$ cat src/pkg/io_port_pkg.sv
// constants shared by the pin group port, its checker and its bench
// assumes one 100 MHz bus clock and 32-bit register words
//
// Summary of operation
// - reset leaves pins input, buffers and pulls off
// - keeps working in sleep while clocked
// - bus clock gated upstream, needed for access
// - local bus beats peripheral bus, one-cycle stall
// - debug halt freezes nothing
// - write guard blocks writes to writable registers
// - debugger writes bypass the write guard
// - analog selection disables digital pad features
// - secured pins reachable only by secure accesses
// - non-secure toggle access only on non-secured pins
// - toggle register inverts written pins' drive level
// - zero bits in toggle write change nothing
// - toggles show in drive, set, clear views
// - 32-pin groups, copies every 0x80 from 0x00
package io_port_pkg;

	localparam int PIN_W   = 32;
	localparam int GRP_LSB = 7;
	localparam int OP_LSB  = 2;
	localparam int OP_MSB  = 3;

	localparam logic [6:0] OFF_BANK_M   = 7'h73;

	localparam logic [6:0] OFF_DIR      = 7'h00;
	localparam logic [6:0] OFF_OUT      = 7'h10;
	localparam logic [6:0] OFF_FLIP_MASK = 7'h1C;
	localparam logic [6:0] OFF_IN       = 7'h20;
	localparam logic [6:0] OFF_INEN     = 7'h24;
	localparam logic [6:0] OFF_PULLEN   = 7'h28;
	localparam logic [6:0] OFF_ANALOG   = 7'h2C;
	localparam logic [6:0] OFF_TRUST    = 7'h30;

	localparam logic [1:0] OP_WRITE = 2'h0;
	localparam logic [1:0] OP_CLR   = 2'h1;
	localparam logic [1:0] OP_SET   = 2'h2;
	localparam logic [1:0] OP_TGL   = 2'h3;

	localparam logic [PIN_W-1:0] RST_ZERO  = 32'h0000_0000;
	localparam logic [PIN_W-1:0] RST_TRUST = 32'h0000_0000;
	localparam logic [PIN_W-1:0] ALL_ONES  = 32'hFFFF_FFFF;

	localparam int PPROT_NS = 1;

	typedef enum logic {APB_IDLE, APB_RESP} apb_state_t;

endpackage

$ cat src/pin_pad_ctrl.sv
// one pad slice: registered pad controls and a synchronised input
// assumes the pad pin is asynchronous to ref_clk
`timescale 1ns/1ps
`default_nettype none
module pin_pad_ctrl
(
	input  wire logic ref_clk,
	input  wire logic sys_rst,
	input  wire logic dir,
	input  wire logic level,
	input  wire logic in_en,
	input  wire logic pull_en,
	input  wire logic analog,
	input  wire logic pad_in,
	output var  logic pad_out_q,
	output var  logic pad_oe_q,
	output var  logic pad_ie_q,
	output var  logic pad_pull_q,
	output var  logic in_val_q
);

	logic sync1_q;
	logic sync2_q;
	logic oe_d;
	logic ie_d;
	logic pull_d;

	// analog use strips every digital feature off the pad
	assign oe_d   = dir & ~analog;
	assign ie_d   = in_en & ~analog;
	assign pull_d = pull_en & ~dir & ~analog;

	always_ff @(posedge ref_clk)
	begin
		if (sys_rst)
		begin
			pad_out_q  <= 1'b0;
			pad_oe_q   <= 1'b0;
			pad_ie_q   <= 1'b0;
			pad_pull_q <= 1'b0;
			sync1_q    <= 1'b0;
			sync2_q    <= 1'b0;
			in_val_q   <= 1'b0;
		end
		else
		begin
			pad_out_q  <= level;
			pad_oe_q   <= oe_d;
			pad_ie_q   <= ie_d;
			pad_pull_q <= pull_d;
			sync1_q    <= pad_in;
			sync2_q    <= sync1_q;
			in_val_q   <= sync2_q & pad_ie_q;
		end
	end

endmodule
`default_nettype wire

$ cat src/io_pin_group_port.sv
// pin group port: register file on the peripheral bus and the local bus,
// with per-pin pad slices
// assumes the clock manager gates ref_clk; the core drives both buses
`timescale 1ns/1ps
`default_nettype none
module io_pin_group_port
	import io_port_pkg::*;
#(
	parameter int GROUPS = 1,
	parameter int ADDR_W = 12
)
(
	input  wire logic                    ref_clk,
	input  wire logic                    sys_rst,
	input  wire logic                    psel,
	input  wire logic                    penable,
	input  wire logic                    pwrite,
	input  wire logic [ADDR_W-1:0]       paddr,
	input  wire logic [31:0]             pwdata,
	input  wire logic [2:0]              pprot,
	output var  logic [31:0]             prdata,
	output var  logic                    pready,
	output var  logic                    pslverr,
	input  wire logic                    debugger_access,
	input  wire logic                    write_guard_lock,
	input  wire logic                    iob_valid,
	input  wire logic                    iob_write,
	input  wire logic [ADDR_W-1:0]       iob_addr,
	input  wire logic [31:0]             iob_wdata,
	input  wire logic                    iob_pin_trust_attribution,
	output var  logic [31:0]             iob_rdata,
	input  wire logic [GROUPS*PIN_W-1:0] pad_in,
	output var  logic [GROUPS*PIN_W-1:0] pad_out,
	output var  logic [GROUPS*PIN_W-1:0] pad_oe,
	output var  logic [GROUPS*PIN_W-1:0] pad_in_en,
	output var  logic [GROUPS*PIN_W-1:0] pad_pull_en
);

	localparam int GRP_W = ADDR_W - GRP_LSB;

	generate
		if (GROUPS < 1 || ADDR_W <= GRP_LSB || GROUPS > (1 << (ADDR_W - GRP_LSB)))
		begin : g_bad_cfg
			$error("group count does not fit the address width");
		end
	endgenerate

	////////////////////////////////////////////////////////////////////////
	// register state: pin registers one copy per group, bus state shared

	logic [PIN_W-1:0] dir_q    [GROUPS];
	logic [PIN_W-1:0] level_q  [GROUPS];
	logic [PIN_W-1:0] inen_q   [GROUPS];
	logic [PIN_W-1:0] pullen_q [GROUPS];
	logic [PIN_W-1:0] analog_q [GROUPS];
	logic [PIN_W-1:0] trust_q  [GROUPS];

	apb_state_t       apb_st_q;
	apb_state_t       apb_st_d;
	logic [31:0]      prdata_q;
	logic             pslverr_q;
	logic [31:0]      iob_rdata_q;

	logic [GROUPS*PIN_W-1:0] pin_val;
	logic [GROUPS*PIN_W-1:0] dir_flat;
	logic [GROUPS*PIN_W-1:0] level_flat;
	logic [GROUPS*PIN_W-1:0] inen_flat;
	logic [GROUPS*PIN_W-1:0] pullen_flat;
	logic [GROUPS*PIN_W-1:0] analog_flat;

	////////////////////////////////////////////////////////////////////////
	// one bit-wise operation shared by plain, clear, set and flip views

	function automatic logic [PIN_W-1:0] apply_op
	(
		input logic [1:0]       op,
		input logic [PIN_W-1:0] old,
		input logic [PIN_W-1:0] data,
		input logic [PIN_W-1:0] allow
	);
		logic [PIN_W-1:0] m;
		m = data & allow;
		unique case (op)
			OP_WRITE: apply_op = (old & ~allow) | m;
			OP_CLR:   apply_op = old & ~m;
			OP_SET:   apply_op = old | m;
			OP_TGL:   apply_op = old ^ m;
		endcase
	endfunction

	////////////////////////////////////////////////////////////////////////
	// arbitration: the local bus wins, the peripheral bus waits a cycle

	logic              apb_go;
	logic              acc_valid;
	logic              acc_write;
	logic [ADDR_W-1:0] acc_addr;
	logic [31:0]       acc_wdata;
	logic              acc_pin_trust_attribution;
	logic              acc_debug;

	// a peripheral access colliding with the local bus is simply held
	assign apb_go     = psel & penable & (apb_st_q == APB_IDLE) & ~iob_valid;
	assign acc_valid  = iob_valid | apb_go;
	assign acc_write  = iob_valid ? iob_write : pwrite;
	assign acc_addr   = iob_valid ? iob_addr : paddr;
	assign acc_wdata  = iob_valid ? iob_wdata : pwdata;
	assign acc_pin_trust_attribution = iob_valid ? iob_pin_trust_attribution : pprot[PPROT_NS];
	assign acc_debug  = ~iob_valid & debugger_access;

	////////////////////////////////////////////////////////////////////////
	// address decode

	logic [GRP_W-1:0] acc_grp;
	logic [6:0]       acc_off;
	logic [6:0]       acc_bank;
	logic             grp_ok;
	int unsigned      gi;

	assign acc_grp  = acc_addr[ADDR_W-1:GRP_LSB];
	assign acc_off  = acc_addr[GRP_LSB-1:0];
	assign acc_bank = acc_off & OFF_BANK_M;
	assign grp_ok   = (32'(acc_grp) < GROUPS);
	assign gi       = grp_ok ? 32'(acc_grp) : 0;

	logic hit_dir;
	logic hit_out;
	logic hit_in;
	logic hit_inen;
	logic hit_pullen;
	logic hit_analog;
	logic hit_trust;
	logic mapped;

	assign hit_dir    = (acc_bank == OFF_DIR);
	assign hit_out    = (acc_bank == OFF_OUT);
	assign hit_in     = (acc_off == OFF_IN);
	assign hit_inen   = (acc_off == OFF_INEN);
	assign hit_pullen = (acc_off == OFF_PULLEN);
	assign hit_analog = (acc_off == OFF_ANALOG);
	assign hit_trust  = (acc_off == OFF_TRUST);
	assign mapped     = grp_ok & (hit_dir | hit_out | hit_in | hit_inen
	                    | hit_pullen | hit_analog | hit_trust);

	////////////////////////////////////////////////////////////////////////
	// protection and security masks

	logic [PIN_W-1:0] cur_trust;
	logic             guard_block;
	logic             trust_deny;
	logic [PIN_W-1:0] allow;
	logic             wr_ok;
	logic             acc_err;
	logic [1:0]       acc_op;

	assign cur_trust   = trust_q[gi];
	// debugger writes are never guarded
	assign guard_block = write_guard_lock & ~acc_debug;
	// only secure code may move a pin between the trust classes
	assign trust_deny  = hit_trust & acc_pin_trust_attribution;
	assign allow       = acc_pin_trust_attribution ? cur_trust : ALL_ONES;
	assign wr_ok       = acc_valid & acc_write & mapped & ~hit_in
	                     & ~guard_block & ~trust_deny;
	assign acc_err     = ~mapped | (acc_write & (guard_block | trust_deny));
	assign acc_op      = (hit_dir | hit_out) ? acc_off[OP_MSB:OP_LSB] : OP_WRITE;

	////////////////////////////////////////////////////////////////////////
	// read data

	logic [PIN_W-1:0] old_val;
	logic [PIN_W-1:0] new_val;
	logic [PIN_W-1:0] rd_raw;
	logic [PIN_W-1:0] rd_word;

	assign old_val = hit_dir    ? dir_q[gi]    :
	                 hit_out    ? level_q[gi]  :
	                 hit_inen   ? inen_q[gi]   :
	                 hit_pullen ? pullen_q[gi] :
	                 hit_analog ? analog_q[gi] :
	                 hit_trust  ? trust_q[gi]  : RST_ZERO;

	assign new_val = apply_op(acc_op, old_val, acc_wdata, allow);

	// every view of the drive level reads the same flop, so flips show in all
	assign rd_raw  = hit_in ? pin_val[gi*PIN_W +: PIN_W] : old_val;
	assign rd_word = (acc_pin_trust_attribution & ~hit_trust) ? (rd_raw & cur_trust) : rd_raw;

	////////////////////////////////////////////////////////////////////////
	// register update; no halt or sleep input, so nothing ever freezes

	always_ff @(posedge ref_clk)
	begin
		if (sys_rst)
		begin
			for (int g = 0; g < GROUPS; g++)
			begin
				dir_q[g]    <= RST_ZERO;
				level_q[g]  <= RST_ZERO;
				inen_q[g]   <= RST_ZERO;
				pullen_q[g] <= RST_ZERO;
				analog_q[g] <= RST_ZERO;
				trust_q[g]  <= RST_TRUST;
			end
		end
		else if (wr_ok)
		begin
			for (int g = 0; g < GROUPS; g++)
			begin
				if (gi == g)
				begin
					if (hit_dir)
						dir_q[g] <= new_val;
					if (hit_out)
						level_q[g] <= new_val;
					if (hit_inen)
						inen_q[g] <= new_val;
					if (hit_pullen)
						pullen_q[g] <= new_val;
					if (hit_analog)
						analog_q[g] <= new_val;
					if (hit_trust)
						trust_q[g] <= new_val;
				end
			end
		end
	end

	////////////////////////////////////////////////////////////////////////
	// peripheral bus handshake: ready is registered, so one wait state
	// always, and one more when the local bus takes the cycle

	always_comb
	begin
		apb_st_d = apb_st_q;
		unique case (apb_st_q)
			APB_IDLE: if (apb_go) apb_st_d = APB_RESP;
			APB_RESP: apb_st_d = APB_IDLE;
		endcase
	end

	always_ff @(posedge ref_clk)
	begin
		if (sys_rst)
		begin
			apb_st_q  <= APB_IDLE;
			prdata_q  <= RST_ZERO;
			pslverr_q <= 1'b0;
		end
		else
		begin
			apb_st_q <= apb_st_d;
			if (apb_go)
			begin
				prdata_q  <= acc_write ? RST_ZERO : rd_word;
				pslverr_q <= acc_err;
			end
			else
			begin
				pslverr_q <= 1'b0;
			end
		end
	end

	// local bus read data lands the cycle after the request
	always_ff @(posedge ref_clk)
	begin
		if (sys_rst)
			iob_rdata_q <= RST_ZERO;
		else if (iob_valid & ~iob_write)
			iob_rdata_q <= rd_word;
	end

	assign prdata    = prdata_q;
	assign pready    = (apb_st_q == APB_RESP);
	assign pslverr   = pslverr_q;
	assign iob_rdata = iob_rdata_q;

	////////////////////////////////////////////////////////////////////////
	// pad slices

	genvar gg;
	genvar pp;
	generate
		for (gg = 0; gg < GROUPS; gg++)
		begin : g_flat
			assign dir_flat[gg*PIN_W +: PIN_W]    = dir_q[gg];
			assign level_flat[gg*PIN_W +: PIN_W]  = level_q[gg];
			assign inen_flat[gg*PIN_W +: PIN_W]   = inen_q[gg];
			assign pullen_flat[gg*PIN_W +: PIN_W] = pullen_q[gg];
			assign analog_flat[gg*PIN_W +: PIN_W] = analog_q[gg];
		end
		for (pp = 0; pp < GROUPS*PIN_W; pp++)
		begin : g_pad
			pin_pad_ctrl u_pad
			(
				.ref_clk    (ref_clk),
				.sys_rst    (sys_rst),
				.dir        (dir_flat[pp]),
				.level      (level_flat[pp]),
				.in_en      (inen_flat[pp]),
				.pull_en    (pullen_flat[pp]),
				.analog     (analog_flat[pp]),
				.pad_in     (pad_in[pp]),
				.pad_out_q  (pad_out[pp]),
				.pad_oe_q   (pad_oe[pp]),
				.pad_ie_q   (pad_in_en[pp]),
				.pad_pull_q (pad_pull_en[pp]),
				.in_val_q   (pin_val[pp])
			);
		end
	endgenerate

endmodule
`default_nettype wire

$ cat config.mk
export PLATFORM = sky130hd
export DESIGN_NAME = io_pin_group_port
export DESIGN_NICKNAME = d
export VERILOG_FILES = /design/src/pkg/io_port_pkg.sv /design/src/pin_pad_ctrl.sv /design/src/io_pin_group_port.sv
export SDC_FILE = /design/constraint.sdc
export NUM_CORES = 1
export LEC_CHECK = 0
export BUFFER_PORTS_ARGS = -buffer_cell sky130_fd_sc_hd__buf_2
export CAP_MARGIN = 20
export CORE_ASPECT_RATIO = 0.7
export CORE_UTILIZATION = 36
export DETAILED_ROUTE_END_ITERATION = 6
export SLEW_MARGIN = 0
export SYNTH_ARGS = -nofsm -noshare
export SYNTH_HDL_FRONTEND = slang
export SYNTH_SLANG_ARGS = --single-unit
$ cat constraint.sdc
create_clock -name ref_clk -period 10.85 [get_ports ref_clk]
set_input_delay 2.17 -clock ref_clk [delete_from_list [all_inputs] [get_ports ref_clk]]
set_output_delay 2.17 -clock ref_clk [all_outputs]
set_load 0.02 [all_outputs]
After elaboration in Yosys (flattened, before gate mapping)
Memory sizes are Yosys's and may differ from the RTL's. A register that Yosys moved wholly into a read port is not among the register bits.
Cells that the tools add are included.
{"block": "totals", "out_inout_bits": 194, "wordCells": 553, "inputBits": 133, "mem_bits_rw": 192, "regBits": 258, "n_memories": 6}
{"block": "classes", "n_reduce_logical": 10, "bitwise": 267, "order_cmp": 1, "n_shift": 1, "eq_ne": 9, "n_mux": 63}
{"name": "analog_q", "depth": 1, "width": 32, "rd": 2, "rd_ports_with_merged_regs": 0, "wr": 1, "line": "io_pin_group_port.sv:55", "rtl": "logic [PIN_W-1:0] analog_q [GROUPS];"}
{"name": "dir_q", "depth": 1, "width": 32, "rd": 2, "rd_ports_with_merged_regs": 0, "wr": 1, "line": "io_pin_group_port.sv:51", "rtl": "logic [PIN_W-1:0] dir_q [GROUPS];"}
{"name": "inen_q", "depth": 1, "width": 32, "rd": 2, "rd_ports_with_merged_regs": 0, "wr": 1, "line": "io_pin_group_port.sv:53", "rtl": "logic [PIN_W-1:0] inen_q [GROUPS];"}
{"name": "level_q", "depth": 1, "width": 32, "rd": 2, "rd_ports_with_merged_regs": 1, "wr": 1, "line": "io_pin_group_port.sv:52", "rtl": "logic [PIN_W-1:0] level_q [GROUPS];"}
{"name": "pullen_q", "depth": 1, "width": 32, "rd": 2, "rd_ports_with_merged_regs": 0, "wr": 1, "line": "io_pin_group_port.sv:54", "rtl": "logic [PIN_W-1:0] pullen_q [GROUPS];"}
{"name": "trust_q", "depth": 1, "width": 32, "rd": 1, "rd_ports_with_merged_regs": 0, "wr": 1, "line": "io_pin_group_port.sv:56", "rtl": "logic [PIN_W-1:0] trust_q [GROUPS];"}
{"cell": "$mux 32", "count": 17}
{"cell": "$reduce_or 32->1", "count": 6}
{"cell": "$and 1x1->1", "count": 175}
{"cell": "$and 32x32->32", "count": 4}
{"cell": "$pmux 32 s4", "count": 1}
{"cell": "$not 1->1", "count": 74}
{"cell": "$not 32->32", "count": 2}
{"cell": "$or 32x32->32", "count": 2}
{"cell": "$mux 1", "count": 41}
{"cell": "$eq 7x6->1 const B", "count": 5}
{"cell": "$logic_not 32->1", "count": 1}
{"cell": "$shiftx 32x11->32", "count": 1}
{"cell": "$xor 32x32->32", "count": 1}
{"cell": "$mux 12", "count": 1}
{"cell": "$or 1x1->1", "count": 9}
{"cell": "$logic_not 7->1", "count": 1}
{"cell": "$eq 5x3->1 const B", "count": 1}
{"cell": "$lt 5x1->1 const B", "count": 1}
{"cell": "$mux 5", "count": 1}
{"cell": "$eq 2x2->1 const B", "count": 2}
{"cell": "$eq 2x1->1 const B", "count": 1}
{"cell": "$logic_not 2->1", "count": 1}
{"cell": "$mux 2", "count": 1}
{"cell": "$pmux 1 s2", "count": 1}
{"cell": "$reduce_or 2->1", "count": 1}

Logic depth before layout (Yosys ltp)
Gate-level depths: netlist of run 1.
{"block": "depth", "depth_word": 18, "ltp_mapped": 15}

By module
A second synthesis of run 1 with hierarchy kept.
{"block": "hier_totals", "hier_cells": 1754, "area_unflattened_um2": 19914.1}
{"mod": "io_pin_group_port", "area_each_um2": 13508.0, "cells_each": 1306, "n_inst": 1}
{"mod": "pin_pad_ctrl", "area_each_um2": 200.2, "cells_each": 14, "n_inst": 32}

Worst setup path before layout of run 1
OpenSTA, ideal clock, no wires.
{"block": "synth_timing", "kind": "input to register", "start": "input iob_addr[11]", "end": "memory analog_q[0][0] (enable)", "stages": 6, "setup_ns": 0.428, "setup_slack_ns": 5.074, "n_path_buf": 1, "required_time_ns": 10.422, "arrival_ns": 5.349, "path_cell_list": "or4_1 -> or3_1 -> a21o_1 -> or4_1 -> clkbuf_1 -> o21bai_1"}
{"block": "synth_via", "elab_chain_cells": 12}
{"element": "from (decl)", "line": "io_pin_group_port.sv:28", "rtl": "input wire logic [ADDR_W-1:0] iob_addr,"}
{"element": "$mux 12 *", "line": "io_pin_group_port.sv:106", "rtl": "assign acc_addr = iob_valid ? iob_addr : paddr;"}
{"element": "$lt 5x1->1", "line": "io_pin_group_port.sv:123", "rtl": "assign grp_ok = (32'(acc_grp) < GROUPS);"}
{"element": "$and 1x1->1", "line": "io_pin_group_port.sv:142", "rtl": "assign mapped = grp_ok & (hit_dir | hit_out | hit_in | hit_inen"}
{"element": "$and 1x1->1 (2 in a row)", "line": "io_pin_group_port.sv:162", "rtl": "assign wr_ok = acc_valid & acc_write & mapped & ~hit_in"}
{"element": "$and 1x1->1 (2 in a row)", "line": "io_pin_group_port.sv:163", "rtl": "& ~guard_block & ~trust_deny;"}
{"element": "$mux 1 *", "line": "io_pin_group_port.sv:205", "rtl": "else if (wr_ok)"}
{"element": "$mux 1 *", "line": "io_pin_group_port.sv:193", "rtl": "if (sys_rst)"}
{"element": "$mux 1 (implied by the code) *", "line": "io_pin_group_port.sv:220", "rtl": "analog_q[g] <= new_val;"}
{"element": "$reduce_or 32->1 (no source line)"}
{"element": "$mux 1 (no source line) *"}
{"element": "to (decl)", "line": "io_pin_group_port.sv:55"}
Every way passes the cells marked *; elsewhere a longest branch is shown, timed or not.

Final worst setup path of run 1
{"block": "layout_timing", "start": "input iob_valid", "end": "memory trust_q[0][19] (data pin)"}
{"block": "layout_via", "elab_chain_cells": 18}
{"element": "from (decl)", "line": "io_pin_group_port.sv:26", "rtl": "input wire logic iob_valid,"}
{"element": "$mux 12", "line": "io_pin_group_port.sv:106"}
{"element": "$eq 5x3->1 / $logic_not 7->1 (equally long branches)", "line": "io_pin_group_port.sv:136, io_pin_group_port.sv:135"}
{"element": "$or 1x1->1", "line": "io_pin_group_port.sv:142, io_pin_group_port.sv:165"}
{"element": "$or 1x1->1 (2 in a row)", "line": "io_pin_group_port.sv:142"}
{"element": "$or 1x1->1 (3 in a row)", "line": "io_pin_group_port.sv:143", "rtl": "| hit_pullen | hit_analog | hit_trust);"}
{"element": "$and 1x1->1", "line": "io_pin_group_port.sv:142"}
{"element": "$and 1x1->1 (2 in a row)", "line": "io_pin_group_port.sv:162"}
{"element": "$and 1x1->1 (2 in a row)", "line": "io_pin_group_port.sv:163"}
{"element": "$mux 1", "line": "io_pin_group_port.sv:205"}
{"element": "$mux 1", "line": "io_pin_group_port.sv:193"}
{"element": "$mux 1 (implied by the code)", "line": "io_pin_group_port.sv:222", "rtl": "trust_q[g] <= new_val;"}
{"element": "$reduce_or 32->1 (no source line)"}
{"element": "$mux 32 (no source line) *"}
{"element": "to (decl)", "line": "io_pin_group_port.sv:56"}
Marks and branches as above.

==> results of run 1 <==
[worst max-delay path, stage by stage]
cell and delay (ns):
buf_4 0.30, buf_4 0.62, nand3b_1 0.43, a22oi_2 1.01, buf_4 0.45, nand2_2 0.34, buf_4 0.45, or3_2 0.99
a21oi_1 0.26
[synthesized netlist by cell type, drive strengths merged, types with 18 or more instances]
cell	instances	area share
a211oi	18	0.0062
a21boi	20	0.0069
a21oi	99	0.024
a221o	27	0.012
a31oi	40	0.014
buf	176	0.056
clkbuf	95	0.016
dfxtp	290	0.27
edfxtp	192	0.27
ha	32	0.018
inv	84	0.015
mux2	41	0.021
nand2	255	0.044
nand2b	28	0.0081
nand3	36	0.0083
nor2	179	0.031
nor2b	104	0.030
nor3	171	0.041
nor3b	51	0.018
nor4	26	0.0075
o211ai	26	0.0090
o21ai	60	0.014
o32ai	23	0.0093
or3	19	0.0055
[flip-flops by register name (all words and copies together), names as in the netlist]
name and cells:
analog_q 32, dir_q 32, g_pad.u_pad.in_val_q 32, g_pad.u_pad.pad_ie_q 32, g_pad.u_pad.pad_oe_q 32, g_pad.u_pad.pad_out_q 32
g_pad.u_pad.pad_pull_q 32, g_pad.u_pad.sync1_q 32, g_pad.u_pad.sync2_q 32, inen_q 32, iob_rdata 32, level_q 32
prdata 32, pready 1, pslverr 1, pullen_q 32, trust_q 32
[metrics by stage]
step	hold WS (ns)	total power [uW]	util	setup slack, ns	std cells
3_3_place_gp	0.407	2350	0.393	3.69	3111
6_report	0.404	4100	0.423	4.20	3206
2_1_floorplan	0.402	2230	-	5.07	2231
4_1_cts	0.402	4140	0.422	4.28	3204
5_1_grt	0.429	4240	0.423	4.06	3205
3_5_place_dp	0.406	2360	0.393	3.64	3112
[how the worst max path moves through the flow]
stage / to / from
2_1_floorplan: analog_q[0][0]$_SDFFCE_PN0P_ / iob_addr[11]
3_3_place_gp: pullen_q[0][20]$_SDFFCE_PN0P_ / iob_valid
3_5_place_dp: pullen_q[0][17]$_SDFFCE_PN0P_ / iob_valid
4_1_cts: pullen_q[0][10]$_SDFFCE_PN0P_ / iob_valid
5_1_grt: trust_q[0][10]$_SDFFCE_PN0P_ / iob_valid
6_report: trust_q[0][19]$_SDFFCE_PN0P_ / iob_valid
[per-layer routing]
metal  vias to the layer above  wire length (um)  part of all wire
met3                       173              9340              0.13
met4                         0              2270             0.031
met2                      1067             31600              0.43
li1                       8074                 -                 -
met5                         -                 0                 0
met1                      8513             31000              0.42
[final cells by class]
type	count	share of cell area
sequential	482	0.464
multi-input combinational	1394	0.338
antenna	1	0.000100
tap	798	0.0400
inverter	84	0.0126
clock inverter	16	0.00718
timing repair buffer	355	0.0764
clock buffer	76	0.0619
[logic make-up (layout without fill, tap and decap cells)]
kind of cell,count (synthesis),count (layout),synth area share
simple gates,926,926,0.213
flops,482,482,0.533
compound gates,392,392,0.127
buf+inv,355,531,0.0870
mux,44,44,0.0226
fa+ha+maj,32,32,0.0184
other cells,0,1,0
[power groups by stage]
stage	logic [uW]	clock network (uW)	registers, uW
6_report	368	1780	1960
5_1_grt	398	1880	1960
4_1_cts	364	1820	1960
3_5_place_dp	363	0	1990
3_3_place_gp	352	0	1990
2_1_floorplan	242	0	1990
==> impl_metrics.env, run 1 <==
export IMPL_clock_sinks=482
export IMPL_syn_cell_area_um2=21700
export IMPL_vias=17800
export IMPL_core_um2=59000
export IMPL_fin_crit_sh=0.613
export IMPL_synth_edf_count=192
export IMPL_clk_pin_slew_ns=0.06
export IMPL_worstReg2RegStart="pready$_SDFF_PP0_"
export IMPL_slew_headroom=0.214
export IMPL_drtPass1Iterations=6
export IMPL_cts_setup_buffers=0
export IMPL_final_setup_skew_ns=0.0347
export IMPL_clk_latency_ns=0.62
export IMPL_grt_use_met3=0.0657
export IMPL_ys_flop_type="dfxtp_1"
export IMPL_p_leak_uw=0.0102
export IMPL_critPathMaxFanout=52
export IMPL_cp_end_kind="flip-flop"
export IMPL_port_buffers=324
export IMPL_synth_warning_count=0
export IMPL_grt_max_degree=164
export IMPL_cts_tree="done"
export IMPL_hold_path_startpoint="g_pad[19].u_pad.sync2_q$_SDFF_PP0_"
export IMPL_stdcell_area_um2=24900
export IMPL_regArea_um2=11600
export IMPL_first_iter_violations=2016
export IMPL_placed_area_um2=23200
export IMPL_busiest_layer="met2"
export IMPL_netSwitchingPower_uw=1040
export IMPL_synth_fp_nets=2396
export IMPL_chipWidth_um=296
export IMPL_htree_levels=2
export IMPL_seq_power_share=0.476
export IMPL_synth_cell_types=68
export IMPL_period_needed_ns=6.65
export IMPL_area_growth_pct=14.8
export IMPL_clk_path_buf_depth=3
export IMPL_p_sw_frac=0.254
export IMPL_hold_path_depth=2
export IMPL_grt_use_total=0.235
export IMPL_p_int_uw=3060
export IMPL_layout_common_cells="322 x buf_2, 290 x dfxtp_1, 254 x nand2_1, 192 x edfxtp_1, 175 x nor2_1"
export IMPL_regToRegEndpoint="analog_q[0][14]$_SDFFCE_PN0P_"
export IMPL_rsz0062_at_grt="no"
export IMPL_multi_input_comb_area_um2=8420
export IMPL_required_ns=11.31
export IMPL_via_per_inst=5.56
export IMPL_worstHoldPathType="flip-flop to flip-flop"
export IMPL_grt_pass1_vias=17000
export IMPL_ys_seq_elements=482
export IMPL_wl_um=74200
export IMPL_hold_path_endpoint="g_pad[19].u_pad.in_val_q$_SDFF_PP0_"
export IMPL_cp_start_kind="primary input"
export IMPL_slew_viol_final=0
export IMPL_reg2reg_slack_ns=7.26
export IMPL_setup_viol=0
export IMPL_final_common_cell="buf_2"
export IMPL_max_freq_mhz=150
export IMPL_clkPwrFrac=0.434
export IMPL_met2_usage=0.352
export IMPL_wl_per_cell_um=23.1
export IMPL_netlist_instances=2231
export IMPL_hold_viol_final=0
export IMPL_start_util=0.368
export IMPL_cts_hold_fix_buffers=0
export IMPL_worstPathArrival_ns=7.10
export IMPL_tightest_slew_ns=1.17
export IMPL_gp_congestion=0.903
export IMPL_numCtsBuffers=49
export IMPL_fill_cells=5719
export IMPL_rr_worst_depth=5
export IMPL_p_per_area_nw_per_um2=165
export IMPL_ys_seq_area_frac=0.533
export IMPL_p_comb_frac=0.090
export IMPL_final_nets=2531
export IMPL_drive_gt1_frac=0.223
export IMPL_async_flop_share=0
export IMPL_post_cts_resized=0
export IMPL_grt_util_met1=0.326
export IMPL_ant_nets=0
export IMPL_grt_pass1_wl_um=107000
export IMPL_core_rowCount=74
export IMPL_io_pins=327
export IMPL_drc=0
export IMPL_setup_tns_ns=0
export IMPL_vdd_ir_drop_max_uv=123
export IMPL_drv_cap=0
export IMPL_die_area_um2=61400
export IMPL_avgSynthCellArea_um2=9.74
export IMPL_status="complete, no violations"
export IMPL_cts_root_buf="clkbuf_16"
export IMPL_grt_overflow=0
export IMPL_antenna_found_initial=1
export IMPL_die_h_um=208
export IMPL_critical_path_class="primary input to flip-flop"
export IMPL_dp_hpwl_um=48000
Power figures use the tool's default switching activity.
==> run 2: changes to the inputs <==
ABC_AREA = 1   (was not set)
clock period = 6.05 ns   (was 10.85 ns; I/O delays follow)
==> impl_metrics.env, run 2 <==
export IMPL_status="complete, no violations"
export IMPL_avgSynthCellArea_um2=8.27
export IMPL_vdd_ir_drop_max_uv=181
export IMPL_setup_ws_ns=1.07
export IMPL_port_buffers=324
export IMPL_area_growth_pct=15.8
export IMPL_worstPathArrival_ns=5.38
export IMPL_via_per_inst=5.10
export IMPL_synth_cell_types=32
export IMPL_critPathMaxFanout=25
export IMPL_n_antenna_cell=0
export IMPL_regToRegEndpoint="analog_q[0][3]$_SDFFCE_PN0P_"
export IMPL_drive_gt1_frac=0.184
export IMPL_synth_area_leader_cell="dfxtp_1"
export IMPL_cts_tree="done"
export IMPL_numCtsBuffers=49
export IMPL_grt_overflow=0
export IMPL_final_setup_skew_ns=0.0140
export IMPL_hold_path_startpoint="g_pad[14].u_pad.sync1_q$_SDFF_PP0_"
export IMPL_crit_chain="buf_2 > inv_2 > nand2_1 > nand2_1 > nand2_2 > nor2_4 > nand3_2 > inv_2 > nand2_1 > nand3_1 > ha_1 > o21ai_0 > inv_1 > a21oi_1"
export IMPL_clk_latency_ns=0.59
export IMPL_gp_congestion=0.844
export IMPL_tightest_slew_ns=1.15
export IMPL_cp_slowest_stage_delay_ns=0.80
export IMPL_worstReg2RegStart="pready$_SDFF_PP0_"
export IMPL_io_pins=327
export IMPL_cp_slowest_cell="inv_2"
export IMPL_clock_sinks=482
export IMPL_antenna_found_initial=0
export IMPL_rr_worst_depth=7
export IMPL_synth_edf_count=192
export IMPL_hold_path_depth=2
export IMPL_drtPass1Iterations=6
export IMPL_grt_use_total=0.240
export IMPL_async_flop_share=0
export IMPL_crit_top_cell="nand2_1"
export IMPL_max_freq_mhz=201
export IMPL_yosysMostFrequentCell="nand2_1"
export IMPL_start_util=0.365
export IMPL_synth_warning_count=0
export IMPL_p_per_area_nw_per_um2=299
export IMPL_layout_common_cells="594 x nand2_1, 323 x buf_2, 290 x dfxtp_1, 259 x nor2_1, 257 x a21oi_1"
export IMPL_drc=0
export IMPL_worstHoldPathType="flip-flop to flip-flop"
export IMPL_cts_root_buf="clkbuf_16"
export IMPL_final_nets=2895
export IMPL_ant_nets=0
export IMPL_clk_path_buf_depth=3
export IMPL_fin_crit_sh=0.823
export IMPL_p_leak_uw=0.0112
export IMPL_synth_fp_nets=2740
export IMPL_vias=18200
export IMPL_ys_seq_elements=482
export IMPL_htree_levels=2
export IMPL_final_core_util=0.422
export IMPL_setup_viol=0
export IMPL_chipWidth_um=293
export IMPL_ys_top_cells_by_count="599 x nand2_1, 290 x dfxtp_1, 262 x nor2_1"
export IMPL_required_ns=6.46
export IMPL_ys_flop_type="dfxtp_1"
export IMPL_clk_pin_slew_ns=0.06
export IMPL_dp_hpwl_um=45300
export IMPL_cp_end_kind="flip-flop"
export IMPL_slew_headroom=0.229
export IMPL_ys_seq_area_frac=0.543
export IMPL_grt_pass1_wl_um=108000
export IMPL_slew_viol_final=0
export IMPL_cts_setup_buffers=0
export IMPL_die_area_um2=60100
export IMPL_syn_cell_area_um2=21300
export IMPL_final_common_cell="nand2_1"
export IMPL_die_h_um=205
export IMPL_critical_path_class="primary input to flip-flop"
export IMPL_netlist_instances=2575
export IMPL_wl_per_cell_um=20.7
export IMPL_rsz0062_at_grt="no"
export IMPL_synth_top_area_frac=0.273
export IMPL_period_needed_ns=4.98
export IMPL_finalPower_uw=7380
export IMPL_synth_area_top_cells="dfxtp_1 27%, edfxtp_1 27%, nand2_1 11%"
export IMPL_core_um2=58400
export IMPL_wl_um=73800
export IMPL_place_ws_ns=0.554
export IMPL_grt_pass1_vias=17500
export IMPL_cp_start_kind="primary input"
export IMPL_reg2reg_slack_ns=2.92
export IMPL_fin_hold_ws_ns=0.401
export IMPL_first_iter_violations=1928
export IMPL_cts_hold_fix_buffers=0
export IMPL_core_rowCount=74
export IMPL_drv_cap=0
export IMPL_post_cts_resized=0
export IMPL_hold_path_endpoint="g_pad[14].u_pad.sync2_q$_SDFF_PP0_"
export IMPL_hold_viol_final=0
export IMPL_grt_max_degree=90
export IMPL_setup_tns_ns=0
-- run 2: cell count changes after synthesis, moves of 28 or more --
cell	previous run	this run
mux2_2	41	0
nor3_1	164	21
nand2_1	255	599
or2_2	1	32
a21oi_1	94	258
nor2b_1	104	0
a31oi_1	31	0
nor3b_1	51	1
nand3_1	36	184
nor2_1	179	262
nand2b_1	28	0
nand4_1	1	39
o22ai_1	1	32
inv_1	83	254
-- run 2: cell families (layout without fill, tap and decap cells) --
| family | after synthesis | in the layout | share of synthesized area |
|---|---|---|---|
| compound gates | 372 | 372 | 0.0899 |
| fa+ha+maj | 32 | 32 | 0.0188 |
| buf+inv | 512 | 708 | 0.115 |
| flops | 482 | 482 | 0.543 |
| simple gates | 1177 | 1177 | 0.233 |
-- run 2: power breakdown --
group	total (uW)	internal, uW	switching, uW
clock network	3270	1910	1360
logic	589	162	427
registers	3520	3470	50.5
-- run 2: metrics by stage --
step / std cells / area [um^2]
floorplan: 2575 / 21300
global placement: 3477 / 22900
detailed placement: 3477 / 22900
CTS: 3569 / 24700
global route: 3569 / 24700
finish: 3569 / 24700
-- run 2: layer usage --
| metal | wire (um) | GRT usage |
|---|---|---|
| met1 | 32000 | 0.329 |
| met5 | 0 | 0 |
| met3 | 6870 | 0.0455 |
| met4 | 2290 | 0.0843 |
| met2 | 32700 | 0.379 |
-- run 2: worst max-delay path by stage --
| stage | start | slack (ns) | endpoint | depth (start not counted) |
|---|---|---|---|---|
| floorplan | iob_valid | 0.76 | dir_q[0][0]$_SDFFCE_PN0P_ | 11 |
| global placement | iob_valid | 0.64 | analog_q[0][7]$_SDFFCE_PN0P_ | 14 |
| detailed placement | iob_valid | 0.55 | analog_q[0][24]$_SDFFCE_PN0P_ | 14 |
| CTS | iob_valid | 1.13 | analog_q[0][9]$_SDFFCE_PN0P_ | 14 |
| global route | iob_valid | 0.84 | pullen_q[0][4]$_SDFFCE_PN0P_ | 14 |
| finish | iob_valid | 1.07 | analog_q[0][9]$_SDFFCE_PN0P_ | 14 |
-- run 2: critical path, delay by kind of cell --
family                     cells  cell delay, ns
and+or+nand+nor                7            2.07
buffers and inverters          4            1.44
AOI/OAI and AO/OA              2            0.39
adders and majority gates      1            0.24
-- run 2: area by class of cell --
| class | instances | area [um^2] |
|---|---|---|
| Fill cell | 5825 | 33800 |
| Sequential cell | 482 | 11600 |
| Multi-Input combinational cell | 1581 | 7450 |
| Timing Repair Buffer | 358 | 1940 |
| Clock buffer | 66 | 1490 |
| Tap cell | 798 | 998 |
| Inverter | 258 | 971 |
| Clock inverter | 26 | 251 |
